`config.mk`:
```
export PLATFORM = sky130hd
export DESIGN_NAME = pse_port_control_regs
export DESIGN_NICKNAME = d
export VERILOG_FILES = /design/src/rtl/pse_pkg.sv /design/src/rtl/pse_port_control_regs.sv
export VERILOG_INCLUDE_DIRS = /design/src /design/src/rtl
export SDC_FILE = /design/constraint.sdc
export NUM_CORES = 1
export LEC_CHECK = 0
export BUFFER_PORTS_ARGS = -buffer_cell sky130_fd_sc_hd__clkbuf_2
export CORE_MARGIN = 2
export CORE_UTILIZATION = 52
export CTS_CLUSTER_DIAMETER = 100
export DETAILED_ROUTE_END_ITERATION = 6
export PLACE_DENSITY = 0.87
export SLEW_MARGIN = 20
export SYNTH_ARGS = -nofsm -noshare
export SYNTH_HDL_FRONTEND = slang
export SYNTH_SLANG_ARGS = --single-unit
```
`constraint.sdc`:
```
create_clock -name mclk -period 3 [get_ports mclk]
set_input_delay 0.3 -clock mclk [delete_from_list [all_inputs] [get_ports mclk]]
set_output_delay 0.3 -clock mclk [all_outputs]
set_load 0.01 [all_outputs]
```
`src/rtl/pse_consts.svh`:
```
`ifndef PSE_CONSTS_SVH
`define PSE_CONSTS_SVH
// ----------------------------------------
// Command codes of the register range
// ----------------------------------------
`define CMD_RESET 8'h1A
`define CMD_LEGACY 8'h20
`define CMD_TWO_EVENT 8'h21
`define CMD_DEFER 8'h27
`define CMD_DISC_TH 8'h29
// ----------------------------------------
// Reset command bit positions
// ----------------------------------------
`define RST_CLEAR_ALL 7
`define RST_ALERT_ONLY 6
`define RST_SOFT 4
`define RST_PORT_LSB 0
// ----------------------------------------
// Reset values
// ----------------------------------------
`define LEGACY_RST 8'h00
`define TWO_EVENT_RST 8'hAA
`define DEFER_RST 8'h00
`define DISC_TH_RST 8'h00
// ----------------------------------------
// Timing figures
// ----------------------------------------
`define CLK_PERIOD_NS 25
`define DEFER_STEP_MS 10
`define NS_PER_MS 1000000
`define DEFER_STEP_CYCLES (`DEFER_STEP_MS * `NS_PER_MS / `CLK_PERIOD_NS)
`define MS_TICK_CYCLES (`NS_PER_MS / `CLK_PERIOD_NS)
`define MPDO_00_MS 11'd360
`define MPDO_01_MS 11'd90
`define MPDO_10_MS 11'd180
`define MPDO_11_MS 11'd720
`define RESTART_PCT 14'd13
`define PCT_DIV 14'd100
// ----------------------------------------
// Disconnect thresholds in half milliamps
// ----------------------------------------
`define DTH_00_HMA 7'd15
`define DTH_01_HMA 7'd30
`define DTH_10_HMA 7'd60
`define DTH_11_HMA 7'd100
`endif

```
`src/rtl/pse_pkg.sv`:
```
package pse_pkg;
  typedef enum logic [1:0] {
    MODE_OFF = 2'h0,
    MODE_MANUAL = 2'h1,
    MODE_SEMI = 2'h3,
    MODE_AUTO = 2'h2
  } op_mode_t;
  typedef enum logic [1:0] {
    PROBE_STANDARD = 2'h0,
    PROBE_LEGACY = 2'h1,
    PROBE_BOTH = 2'h2,
    PROBE_RSVD = 2'h3
  } probe_sel_t;
endpackage

```
`src/rtl/pse_port_control_regs.sv`:
```
`timescale 1ns/100ps
`include "pse_consts.svh"
// Operation
// RULE_01: Reset command bits act once when written one; zeros do nothing; nothing stored.
// RULE_02: clear_all_events clears every event and interrupt bit and releases the alert pin.
// RULE_03: alert_release_only releases the alert pin, leaving events and interrupts alone.
// RULE_04: full_soft_reset returns the device to its power-up state.
// RULE_05: After soft reset, supply-low events show the present supply condition.
// RULE_06: port_force_off turns its own port off at once in any mode.
// RULE_07: Port reset clears voltage, status, class, probe, enable and fault bits of that port.
// RULE_08: Port reset during cool-down cancels the cool-down lockout.
// RULE_09: Port reset of a powered port shuts it, sets change bits, clears status bits.
// RULE_10: Legacy detection runs on probe restart, or in semi-auto/auto while probing enabled.
// RULE_11: In semi-auto or auto, a legacy device is never powered automatically.
// RULE_12: old_pd_probe_select picks standard, legacy only, or standard then legacy.
// RULE_13: Two-event classification applies per mode after a class 4 result.
// RULE_14: dual_class_select 00 disables, 01 or 11 enable the second class event.
// RULE_15: Non-zero alert_defer_period N runs a timer of period N times 10 ms.
// RULE_16: Non-critical interrupts pass only when the timer hits zero, then it reloads.
// RULE_17: alert_defer_period zero disables deferral; interrupts pass at once.
// RULE_18: Reading alert_defer_period returns the value last written.
// RULE_19: Host keeps the upper four bits of the timer register at reset value.
// RULE_20: Powered port below threshold starts disconnect timer; expiry powers the port down.
// RULE_21: drop_threshold_select gives 7.5, 15, 30 or 50 mA.
// RULE_22: Disconnect timer restarts after current above threshold for 13% of delay; floors at zero.
// RULE_23: Alert pin asserts only while alert_output_gate is one; events unaffected.
// RULE_24: Critical interrupts bypass the deferral timer.
module pse_port_control_regs #(
  parameter int unsigned DEFER_STEP_CYCLES = `DEFER_STEP_CYCLES,
  parameter int unsigned MS_TICK_CYCLES = `MS_TICK_CYCLES
) (
  input wire logic mclk,
  input wire logic sys_rst,
  input wire logic cmd_wr_pulse,
  input wire logic cmd_rd_pulse,
  input wire logic [7:0] cmd_code,
  input wire logic [7:0] cmd_wdata,
  input wire pse_pkg::op_mode_t op_mode,
  input wire logic [3:0] signature_probe_enable,
  input wire logic [3:0] class_enable,
  input wire logic [3:0] probe_restart_push,
  input wire logic [3:0] class_restart_push,
  input wire logic [3:0] port_on_push,
  input wire logic [3:0] legacy_found,
  input wire logic [3:0] class4_found,
  input wire logic [3:0] port_powered,
  input wire logic [3:0] port_cooldown,
  input wire logic [3:0] port_below_thresh,
  input wire logic [7:0] disconnect_delay_sel,
  input wire logic [7:0] noncrit_irq_in,
  input wire logic [7:0] crit_irq_in,
  input wire logic [7:0] irq_mask_in,
  input wire logic alert_output_gate,
  input wire logic logic_supply_ok_pin,
  input wire logic main_supply_ok_pin,
  output logic [7:0] cmd_rdata,
  output logic host_alert_n,
  output logic [7:0] int_status,
  output logic logic_supply_low_event,
  output logic main_supply_low_event,
  output logic clear_events_pulse,
  output logic soft_reset_pulse,
  output logic [3:0] port_force_off,
  output logic [3:0] port_clear_pulse,
  output logic [3:0] cooldown_cancel,
  output logic [3:0] power_change_set,
  output logic [3:0] port_drop,
  output logic [3:0] legacy_run_req,
  output logic [3:0] auto_power_block,
  output logic [3:0] second_class_req,
  output logic [7:0] old_pd_probe_select,
  output logic [7:0] dual_class_select,
  output logic [27:0] drop_threshold_hma
);

  // ----------------------------------------
  // Helper functions
  // ----------------------------------------

  // Returns the programmed disconnect delay in milliseconds.
  function automatic logic [10:0] mpdo_ms(input logic [1:0] sel);
    unique case (sel)
      2'h0: mpdo_ms = `MPDO_00_MS;
      2'h1: mpdo_ms = `MPDO_01_MS;
      2'h2: mpdo_ms = `MPDO_10_MS;
      2'h3: mpdo_ms = `MPDO_11_MS;
    endcase
  endfunction

  // Returns the nominal disconnect threshold in half milliamps.
  function automatic logic [6:0] thresh_hma(input logic [1:0] sel);
    unique case (sel)
      2'h0: thresh_hma = `DTH_00_HMA;
      2'h1: thresh_hma = `DTH_01_HMA;
      2'h2: thresh_hma = `DTH_10_HMA;
      2'h3: thresh_hma = `DTH_11_HMA;
    endcase
  endfunction

  // ----------------------------------------
  // Command decode
  // ----------------------------------------
  logic reset_wr;
  logic soft_rst;
  logic clear_all;
  logic alert_only;
  logic any_rst;
  logic [3:0] port_rst;
  logic [7:0] legacy_reg;
  logic [7:0] two_event_reg;
  logic [7:0] defer_reg;
  logic [7:0] disc_th_reg;

  // Reset command bits are decoded straight from the write strobe and never stored.
  assign reset_wr = cmd_wr_pulse && (cmd_code == `CMD_RESET); // see RULE_01
  assign soft_rst = reset_wr && cmd_wdata[`RST_SOFT]; // see RULE_04
  assign clear_all = reset_wr && cmd_wdata[`RST_CLEAR_ALL]; // see RULE_02
  assign alert_only = reset_wr && cmd_wdata[`RST_ALERT_ONLY]; // see RULE_03
  assign port_rst = reset_wr ? cmd_wdata[`RST_PORT_LSB +: 4] : 4'h0; // see RULE_06
  assign any_rst = sys_rst || soft_rst; // see RULE_04

  // ----------------------------------------
  // Read/write registers
  // ----------------------------------------

  // Writable registers; a soft reset loads the power-up values.
  always_ff @(posedge mclk) begin
    if (any_rst) begin
      legacy_reg <= `LEGACY_RST;
      two_event_reg <= `TWO_EVENT_RST;
      defer_reg <= `DEFER_RST; // see RULE_19
      disc_th_reg <= `DISC_TH_RST;
    end else if (cmd_wr_pulse) begin
      if (cmd_code == `CMD_LEGACY) begin
        legacy_reg <= cmd_wdata;
      end
      if (cmd_code == `CMD_TWO_EVENT) begin
        two_event_reg <= cmd_wdata;
      end
      if (cmd_code == `CMD_DEFER) begin
        defer_reg <= cmd_wdata;
      end
      if (cmd_code == `CMD_DISC_TH) begin
        disc_th_reg <= cmd_wdata;
      end
    end
  end

  // Read data; the timer register shows the written value, never the count.
  always_ff @(posedge mclk) begin
    if (sys_rst) begin
      cmd_rdata <= 8'h00;
    end else if (cmd_rd_pulse) begin
      unique case (cmd_code)
        `CMD_LEGACY: cmd_rdata <= legacy_reg;
        `CMD_TWO_EVENT: cmd_rdata <= two_event_reg;
        `CMD_DEFER: cmd_rdata <= defer_reg; // see RULE_18
        `CMD_DISC_TH: cmd_rdata <= disc_th_reg;
        default: cmd_rdata <= 8'h00;
      endcase
    end
  end

  // ----------------------------------------
  // Push-button actions
  // ----------------------------------------

  // One-cycle action pulses toward the port engines.
  always_ff @(posedge mclk) begin
    if (sys_rst) begin
      clear_events_pulse <= 1'b0;
      soft_reset_pulse <= 1'b0;
      port_force_off <= 4'h0;
      port_clear_pulse <= 4'h0;
      cooldown_cancel <= 4'h0;
      power_change_set <= 4'h0;
    end else begin
      clear_events_pulse <= clear_all; // see RULE_02
      soft_reset_pulse <= soft_rst; // see RULE_04
      port_force_off <= port_rst; // see RULE_06
      port_clear_pulse <= port_rst; // see RULE_07
      cooldown_cancel <= port_rst & port_cooldown; // see RULE_08
      power_change_set <= port_rst & port_powered; // see RULE_09
    end
  end

  // ----------------------------------------
  // Supply-low events
  // ----------------------------------------
  logic [1:0] vdd_sync_reg;
  logic [1:0] vpwr_sync_reg;

  // Two-stage synchronisers for the supply monitors.
  always_ff @(posedge mclk) begin
    if (sys_rst) begin
      vdd_sync_reg <= 2'h3;
      vpwr_sync_reg <= 2'h3;
    end else begin
      vdd_sync_reg <= {vdd_sync_reg[0], logic_supply_ok_pin};
      vpwr_sync_reg <= {vpwr_sync_reg[0], main_supply_ok_pin};
    end
  end

  // Sticky low events; soft reset loads the present condition, set beats clear.
  always_ff @(posedge mclk) begin
    if (sys_rst) begin
      logic_supply_low_event <= 1'b0;
      main_supply_low_event <= 1'b0;
    end else if (soft_rst || clear_all) begin
      logic_supply_low_event <= !vdd_sync_reg[1]; // see RULE_05
      main_supply_low_event <= !vpwr_sync_reg[1]; // see RULE_05
    end else begin
      logic_supply_low_event <= logic_supply_low_event || !vdd_sync_reg[1];
      main_supply_low_event <= main_supply_low_event || !vpwr_sync_reg[1];
    end
  end

  // ----------------------------------------
  // Interrupt deferral
  // ----------------------------------------
  logic [18:0] step_cnt_reg;
  logic [3:0] period_cnt_reg;
  logic [7:0] pending_reg;
  logic defer_on;
  logic step_end;
  logic defer_fire;
  logic [7:0] deliver;

  assign defer_on = (defer_reg[3:0] != 4'h0); // see RULE_17
  assign step_end = (step_cnt_reg == 19'(DEFER_STEP_CYCLES - 1));
  assign defer_fire = step_end && (period_cnt_reg == 4'h1); // see RULE_16
  assign deliver = crit_irq_in | (defer_on ? (defer_fire ? pending_reg : 8'h00) : noncrit_irq_in); // see RULE_24

  // Free-running timer of N 10 ms steps; a write to the period restarts it.
  always_ff @(posedge mclk) begin
    if (any_rst || !defer_on || (cmd_wr_pulse && cmd_code == `CMD_DEFER)) begin
      step_cnt_reg <= 19'h0;
      period_cnt_reg <= (cmd_wr_pulse && cmd_code == `CMD_DEFER) ? cmd_wdata[3:0] : defer_reg[3:0];
    end else if (step_end) begin
      step_cnt_reg <= 19'h0;
      period_cnt_reg <= defer_fire ? defer_reg[3:0] : period_cnt_reg - 4'h1; // see RULE_15
    end else begin
      step_cnt_reg <= step_cnt_reg + 19'h1;
    end
  end

  // Held-back non-critical interrupts; new arrivals at a release wait for the next.
  always_ff @(posedge mclk) begin
    if (any_rst || !defer_on) begin
      pending_reg <= 8'h00;
    end else begin
      pending_reg <= ((defer_fire || clear_all) ? 8'h00 : pending_reg) | noncrit_irq_in; // see RULE_16
    end
  end

  // ----------------------------------------
  // Interrupt register and alert pin
  // ----------------------------------------
  logic alert_set;

  assign alert_set = alert_output_gate && ((deliver & irq_mask_in) != 8'h00); // see RULE_23

  // Sticky interrupt bits; a new delivery in the clearing cycle survives.
  always_ff @(posedge mclk) begin
    if (any_rst) begin
      int_status <= 8'h00;
    end else if (clear_all) begin
      int_status <= deliver; // see RULE_02
    end else begin
      int_status <= int_status | deliver; // see RULE_03
    end
  end

  // Active-low alert; an alert-only release leaves the interrupt bits untouched, a clear-all release clears them.
  always_ff @(posedge mclk) begin
    if (any_rst) begin
      host_alert_n <= 1'b1;
    end else if (alert_set) begin
      host_alert_n <= 1'b0; // see RULE_23
    end else if (clear_all || alert_only) begin
      host_alert_n <= 1'b1; // see RULE_03
    end
  end

  // ----------------------------------------
  // Detection and classification steering
  // ----------------------------------------
  logic auto_like;

  assign auto_like = (op_mode == pse_pkg::MODE_SEMI) || (op_mode == pse_pkg::MODE_AUTO);

  // Per-port requests derived from the probe and class selections.
  always_ff @(posedge mclk) begin
    if (any_rst) begin
      legacy_run_req <= 4'h0;
      auto_power_block <= 4'h0;
      second_class_req <= 4'h0;
      old_pd_probe_select <= `LEGACY_RST;
      dual_class_select <= `TWO_EVENT_RST;
    end else begin
      old_pd_probe_select <= legacy_reg; // see RULE_12
      dual_class_select <= two_event_reg; // see RULE_14
      for (int i = 0; i < 4; i++) begin
        legacy_run_req[i] <= ((legacy_reg[2*i +: 2] == pse_pkg::PROBE_LEGACY) ||
          (legacy_reg[2*i +: 2] == pse_pkg::PROBE_BOTH)) &&
          (probe_restart_push[i] || (auto_like && signature_probe_enable[i])); // see RULE_10
        auto_power_block[i] <= auto_like && legacy_found[i]; // see RULE_11
        second_class_req[i] <= class4_found[i] && two_event_reg[2*i] &&
          (((op_mode == pse_pkg::MODE_MANUAL) && (class_enable[i] || class_restart_push[i])) ||
          ((op_mode == pse_pkg::MODE_SEMI) && port_on_push[i]) ||
          (op_mode == pse_pkg::MODE_AUTO)); // see RULE_13
      end
    end
  end

  // ----------------------------------------
  // Disconnect thresholds and timers
  // ----------------------------------------
  logic [15:0] ms_cnt_reg;
  logic ms_tick;
  logic [10:0] dis_cnt_reg [4];
  logic [10:0] above_cnt_reg [4];

  assign ms_tick = (ms_cnt_reg == 16'(MS_TICK_CYCLES - 1));

  // Millisecond prescaler shared by all four disconnect timers.
  always_ff @(posedge mclk) begin
    if (any_rst || ms_tick) begin
      ms_cnt_reg <= 16'h0;
    end else begin
      ms_cnt_reg <= ms_cnt_reg + 16'h1;
    end
  end

  // Threshold codes for the current comparators.
  always_ff @(posedge mclk) begin
    if (any_rst) begin
      drop_threshold_hma <= 28'h0;
    end else begin
      for (int i = 0; i < 4; i++) begin
        drop_threshold_hma[7*i +: 7] <= thresh_hma(disc_th_reg[2*i +: 2]); // see RULE_21
      end
    end
  end

  // Per-port disconnect timers counting down in milliseconds while current is low.
  always_ff @(posedge mclk) begin
    if (any_rst) begin
      port_drop <= 4'h0;
      for (int i = 0; i < 4; i++) begin
        dis_cnt_reg[i] <= 11'h0;
        above_cnt_reg[i] <= 11'h0;
      end
    end else begin
      for (int i = 0; i < 4; i++) begin
        port_drop[i] <= 1'b0;
        if (!port_powered[i]) begin
          dis_cnt_reg[i] <= mpdo_ms(disconnect_delay_sel[2*i +: 2]);
          above_cnt_reg[i] <= 11'h0;
        end else if (ms_tick && port_below_thresh[i]) begin
          above_cnt_reg[i] <= 11'h0;
          if (dis_cnt_reg[i] > 11'h1) begin
            dis_cnt_reg[i] <= dis_cnt_reg[i] - 11'h1; // see RULE_20
          end else begin
            dis_cnt_reg[i] <= 11'h0; // see RULE_22
            port_drop[i] <= 1'b1; // see RULE_20
          end
        end else if (ms_tick) begin
          if ({3'h0, above_cnt_reg[i] + 11'h1} >=
              {3'h0, mpdo_ms(disconnect_delay_sel[2*i +: 2])} * `RESTART_PCT / `PCT_DIV) begin
            dis_cnt_reg[i] <= mpdo_ms(disconnect_delay_sel[2*i +: 2]); // see RULE_22
            above_cnt_reg[i] <= 11'h0;
          end else begin
            above_cnt_reg[i] <= above_cnt_reg[i] + 11'h1;
          end
        end
      end
    end
  end

endmodule

```
### Word-level counts from Yosys, hierarchy flattened

Memories as Yosys holds them, arrays and structs flattened.
Cells that the tools add are included.

| cells by class | value |
|---|---|
| $add $sub $neg | 11 |
| multiply operators | 4 |
| div/mod/pow operators | 4 |
| $lt $le $gt $ge | 8 |
| eq/ne operators | 43 |
| shift-type cells | 0 |
| muxes and demuxes | 216 |
| bitwise operators | 38 |
| reduce and logical (&&, ||, !) cells | 89 |

Operators with widths:

| cell | number |
|---|---|
| $mux W11 | 76 |
| $pmux W11 S4 | 4 |
| $mux W1 | 122 |
| $pmux W7 S4 | 4 |
| $div A14 B7 Y14 const B | 4 |
| $ge A11 B14 Y1 | 4 |
| $mul A11 B4 Y14 const B | 4 |
| $add A11 B1 Y11 const B | 4 |
| $eq A2 B2 Y1 const B | 22 |
| $gt A11 B1 Y1 const B | 4 |
| $sub A11 B1 Y11 const B | 4 |
| $logic_and A1 B1 Y1 | 39 |
| $eq A8 B6 Y1 const B | 4 |
| $mux W8 | 4 |
| $or A1 B1 Y1 | 32 |
| $pmux W8 S4 | 1 |
| $logic_or A1 B1 Y1 | 30 |
| $eq A2 B1 Y1 const B | 13 |
| $or A8 B8 Y8 | 3 |
| $mux W4 | 5 |
| $add A19 B1 Y19 const B | 1 |
| $eq A19 B19 Y1 const B | 1 |
| $add A16 B1 Y16 const B | 1 |
| $eq A16 B16 Y1 const B | 1 |
| 12 further kinds | 26 |

| storage, ports and cells | value |
|---|---|
| flip-flop bits (word level) | 176 |
| bits in latches | 0 |
| bits in writable memories | 88 |
| memory bits (read-only) | 0 |
| input port bits | 97 |
| output and inout port bits | 97 |
| logic and storage cells | 442 |
| memories kept | 2 |

Memory list:

| memory | depth | bits a word | read ports | clocked after Yosys merged registers in | write ports | line | text |
|---|---|---|---|---|---|---|---|
| above_cnt_reg | 4 | 11 | 4 | 0 | 4 | pse_port_control_regs.sv:322 | `logic [10:0] above_cnt_reg [4];` |
| dis_cnt_reg | 4 | 11 | 4 | 0 | 4 | pse_port_control_regs.sv:321 | `logic [10:0] dis_cnt_reg [4];` |

### Longest topological paths before layout

| logic depth | value |
|---|---|
| word-level depth | 17 |
| gate-level depth with buffers | 11 |

### Least setup slack after synthesis

Ideal clock, no wire load.

| path | value |
|---|---|
| path kind | register to register |
| start | memory above_cnt_reg[0][0] |
| end | memory dis_cnt_reg[0][0], enable pin |
| arrival | 2.674 ns |
| required time | 2.611 ns |
| setup slack | -0.063 ns |
| stages on the path, launching flop included | 11 |
| clock period less this slack | 3.063 ns |
| cells stage by stage | edfxtp_1 -> ha_1 -> xor2_1 -> ha_1 -> a21o_1 -> a211oi_1 -> o21ai_0 -> o2111a_1 -> nor4_2 -> buf_2 -> a21boi_0 |

RTL lines:

| what | line |
|---|---|
| from (decl) | pse_port_control_regs.sv:322 |
| to (decl) | pse_port_control_regs.sv:321 |

==> results_tabular.tex <==
\begin{tabular}{lr}
\hline
Metric & Value \\
\hline
\multicolumn{2}{l}{\textbf{Run status}} \\
\quad Status & finished, final reports clean \\
\multicolumn{2}{l}{\textbf{Yosys}} \\
\quad Sequential cell area fraction in the yosys report & between 40\% and 50\% \\
\quad Cell types with the highest counts after synthesis & sky130\_fd\_sc\_hd\_\_nor2\_1 (173), sky130\_fd\_sc\_hd\_\_dfxtp\_1 (169), sky130\_fd\_sc\_hd\_\_nand2\_1 (103) \\
\quad Fraction of synthesized cell area taken by the top area cell type & between 20\% and 30\% \\
\quad Count leader, synth & sky130\_fd\_sc\_hd\_\_nor2\_1 \\
\quad Synthesized area per cell & 9.63 um\^{}2 \\
\quad Largest area contributor in the synthesized netlist & sky130\_fd\_sc\_hd\_\_dfxtp\_1 \\
\quad Synthesized area & 12600 um\^{}2 \\
\quad Number of flops mapped to enable cells by yosys & 92 \\
\quad Cells after Synth & 1311 \\
\quad Leading post-synthesis cells by cell area & sky130\_fd\_sc\_hd\_\_dfxtp\_1 (27\%), sky130\_fd\_sc\_hd\_\_edfxtp\_1 (22\%), sky130\_fd\_sc\_hd\_\_ha\_1 (6.3\%) \\
\quad Count of yosys warnings during synthesis & 0 \\
\quad Dominant register cell in the synthesized netlist & sky130\_fd\_sc\_hd\_\_dfxtp\_1 \\
\quad Flops \& latches, synth & 261 \\
\quad Unique masters post-synth & 68 \\
\quad Fraction of synthesis flops using an asynchronous set or reset pin & 0\% \\
\multicolumn{2}{l}{\textbf{Worst setup path}} \\
\quad Worst setup path category & register to register \\
\quad Critical R2R Capture & dis\_cnt\_reg[3][5] \\
\quad Worst Setup SP & above\_cnt\_reg[3][0] \\
\quad Critical-path maximum fanout & 11 \\
\quad Endpoint of the most critical setup path & dis\_cnt\_reg[3][5] \\
\quad Reg-to-reg setup timing slack & between 0.1 and 0.15 ns \\
\quad Critical Path, Cell by Cell & ha\_1, inv\_1, nor2\_1, xor2\_1, ha\_1, a21o\_1, a221o\_1, or2\_2, o31a\_4 \\
\quad Type of element capturing the critical path & register \\
\quad Number of cells on the worst reg-to-reg path & 9 \\
\quad Slowest stage delay, CP & 0.44 ns \\
\quad Cell with the most instances on the worst path & sky130\_fd\_sc\_hd\_\_ha\_1 \\
\quad Kind of start point of the critical path & register \\
\quad Worst path arrival time & 3.13 ns \\
\quad Startpoint of the worst register-to-register path & above\_cnt\_reg[3][0] \\
\quad Worst path slowest cell & sky130\_fd\_sc\_hd\_\_edfxtp\_1 \\
\quad Worst endpoint required time & around 3.3 ns \\
\multicolumn{2}{l}{\textbf{Clock tree}} \\
\quad Clock Latency Late Sink & 0.54 ns \\
\quad CTS Buffer Depth & 3 \\
\quad CTS HTree Levels & 1 \\
\quad CTS tree & done \\
\quad Worst-path clk slew & 0.06 ns \\
\quad Clock root buffer & sky130\_fd\_sc\_hd\_\_clkbuf\_16 \\
\quad TritonCTS Sinks & 261 \\
\quad TritonCTS buffer count & 27 \\
\multicolumn{2}{l}{\textbf{Timing}} \\
\quad Final setup skew & 0.0186 ns \\
\quad RSZ-0062 raised after global routing & false \\
\quad Slew at the pin closest to its max-slew limit & 0.661 ns \\
\quad Final Hold Viols & 0 \\
\quad Number of endpoints failing setup at the final stage & 0 \\
\quad Final count of pins violating max slew & 0 \\
\quad Period Utilization, post-route & 95.2\% \\
\quad Post-layout worst setup margin & 0.145 ns \\
\quad Post-layout min period & approximately 2.9 ns \\
\quad Relative max-transition margin & 55.3\% \\
\quad Final sum of negative setup slack & 0 ns \\
\quad Top achievable clock speed & 350 MHz \\
\multicolumn{2}{l}{\textbf{Global routing}} \\
\quad Vias in the first global route & 10300 \\
\quad First-pass GRT wire length & 50700 um \\
\quad Global routing usage summed across all routing layers & 23.9\% \\
\quad Pin count of the biggest net entering global routing & 75 \\
\quad Initial antenna violation count & 0 \\
\quad GRT Residual Overflow & 0 \\
\multicolumn{2}{l}{\textbf{Drt}} \\
\quad Router iterations before antenna repair & 6 \\
\quad Number of routed nets with antenna violations & 0 \\
\quad Detail-routed via count per cell & 5.60 \\
\quad Routed WL per cell & 16.8 um \\
\quad Post-detailed-route DRC marker count & 0 \\
\quad Vias & between 10000 and 15000 \\
\quad Total detailed-routing wirelength & 31900 um \\
\quad Starting DRT DRC Count & 872 \\
\multicolumn{2}{l}{\textbf{Floorplan}} \\
\quad Starting density of the core & 52.4\% \\
\quad Overall die width & 160 um \\
\quad Top Ports & about 190 \\
\quad Floorplan die area & between 20000 and 30000 um\^{}2 \\
\quad Y dimension of the die & $\sim$160 um \\
\quad Row cnt & 57 \\
\quad Placeable core region & 24100 um\^{}2 \\
\multicolumn{2}{l}{\textbf{Cells and area}} \\
\quad Post-route core utilization & 63.4\% \\
\quad Fill cells & 1947 \\
\quad Layout overhead on the synthesized area & 21.0\% \\
\quad Fraction of final layout cells sized beyond drive strength 1 & between 10\% and 20\% \\
\quad \# diodes & 0 \\
\quad Final Cell Area & 15300 um\^{}2 \\
\quad Total number of nets in the final design & 1711 \\
\multicolumn{2}{l}{\textbf{Place}} \\
\quad Buffers added on ports & 193 \\
\quad Post-DP HPWL & 22900 um \\
\quad Setup Slack @ Placement & between 0.09 and 0.1 ns \\
\quad Post-DP Area & 14100 um\^{}2 \\
\quad RePlAce Congestion & 0.897 \\
\multicolumn{2}{l}{\textbf{Power}} \\
\quad Static power due to leakage & 6.44 nW \\
\quad IR Drop Worst-Case VDD & 0.391 mV \\
\quad Final total power & approximately 8.2 mW \\
\quad Power Density & 538 nW/um\^{}2 \\
\multicolumn{2}{l}{\textbf{Hold path}} \\
\quad Min-Delay Startpoint & class4\_found[2] \\
\quad Hold Path Class & input port to register \\
\multicolumn{2}{l}{\textbf{Run}} \\
\quad Max-cap violations & 0 \\
\hline
\end{tabular}
## routing by layer
layer  global-route usage [%]  wire length [um]  up-vias
met4                     8.11               991        0
met2                     43.3             16000      438
met5                        0                 0        -
met1                     29.5             13000     4994
li1                         -                 -     5107
met3                     3.27              1900       77
## where the power goes
group / total (mW) / switching (mW) / internal (mW)
clock network: 3.69 / 1.41 / 2.28
registers: 3.86 / 0.0912 / 3.77
logic: 0.672 / 0.384 / 0.289
total: 8.23 / 1.88 / 6.34
## area by class of cell
type / instances / area (um^2) / area share [%]
well taps: 324 / 405 / 2.65
flip-flops and latches: 261 / 6150 / 40.2
clock inverters: 19 / 283 / 1.85
clock buffers: 31 / 701 / 4.59
inverters: 45 / 169 / 1.11
repair buffers: 241 / 1380 / 9.02
multi-input cells: 974 / 6200 / 40.6
## placed cells by master (no fill, tap or decap), types with 25 or more instances in the layout
master,n
sky130_fd_sc_hd__o21ai_0,29
sky130_fd_sc_hd__edfxtp_1,92
sky130_fd_sc_hd__inv_1,44
sky130_fd_sc_hd__buf_4,31
sky130_fd_sc_hd__nand3_1,56
sky130_fd_sc_hd__a21oi_1,77
sky130_fd_sc_hd__nor2_1,173
sky130_fd_sc_hd__clkbuf_16,27
sky130_fd_sc_hd__ha_1,63
sky130_fd_sc_hd__nand2_1,103
sky130_fd_sc_hd__and2_1,38
sky130_fd_sc_hd__nor3_1,49
sky130_fd_sc_hd__xor2_1,45
sky130_fd_sc_hd__nor2b_1,25
sky130_fd_sc_hd__clkbuf_2,193
sky130_fd_sc_hd__mux2i_1,31
sky130_fd_sc_hd__xnor2_1,43
sky130_fd_sc_hd__dfxtp_1,169
sky130_fd_sc_hd__and3_1,27
## through the flow
stage,instances,hold slack [ns]
global placement,1825,0.388
floorplan,1326,0.369
detailed placement,1825,0.396
CTS,1891,0.000376
global route,1895,0.00801
finish,1895,0.0182
## worst min path at each step
stage	slack, ns	to	depth (start not counted)
finish	0.02	second_class_req[2]	2
global route	0.008	second_class_req[2]	2
CTS	0.0004	second_class_req[2]	2
detailed placement	0.40	main_supply_low_event	1
global placement	0.39	logic_supply_low_event	1
floorplan	0.37	main_supply_low_event	1
## timing repair
item	4_1_cts	5_1_grt
hold buffers	16	0
hold endpoints to repair	16	0
resized for setup	0	11
endpoints found under the setup margin	0	67
setup buffers	0	3
## critical path: cells and delay by family (launching register included)
kind	cells	cell delay, ns
AO/OA/AOI/OAI	3	0.90
adder cells (fa/ha/maj)	2	0.54
AND/OR/NAND/NOR	2	0.46
flip-flops	1	0.44
XOR/XNOR	1	0.21
buffers and inverters	1	0.06
## cells by family (layout without fill, tap and decap cells)
logic type / count (synthesis) / after routing / share of synthesized area (%)
buffers and inverters: 92 / 336 / 3.05
and+or+nand+nor: 582 / 583 / 23.3
adders and majority gates: 64 / 64 / 6.34
xor gates and xnor gates: 88 / 88 / 6.11
other: 1 / 16 / 0.0297
DFF: 261 / 261 / 48.7
muxes: 32 / 32 / 2.55
AOI/OAI and AO/OA: 191 / 191 / 9.95
Power figures use the tool's default switching activity.
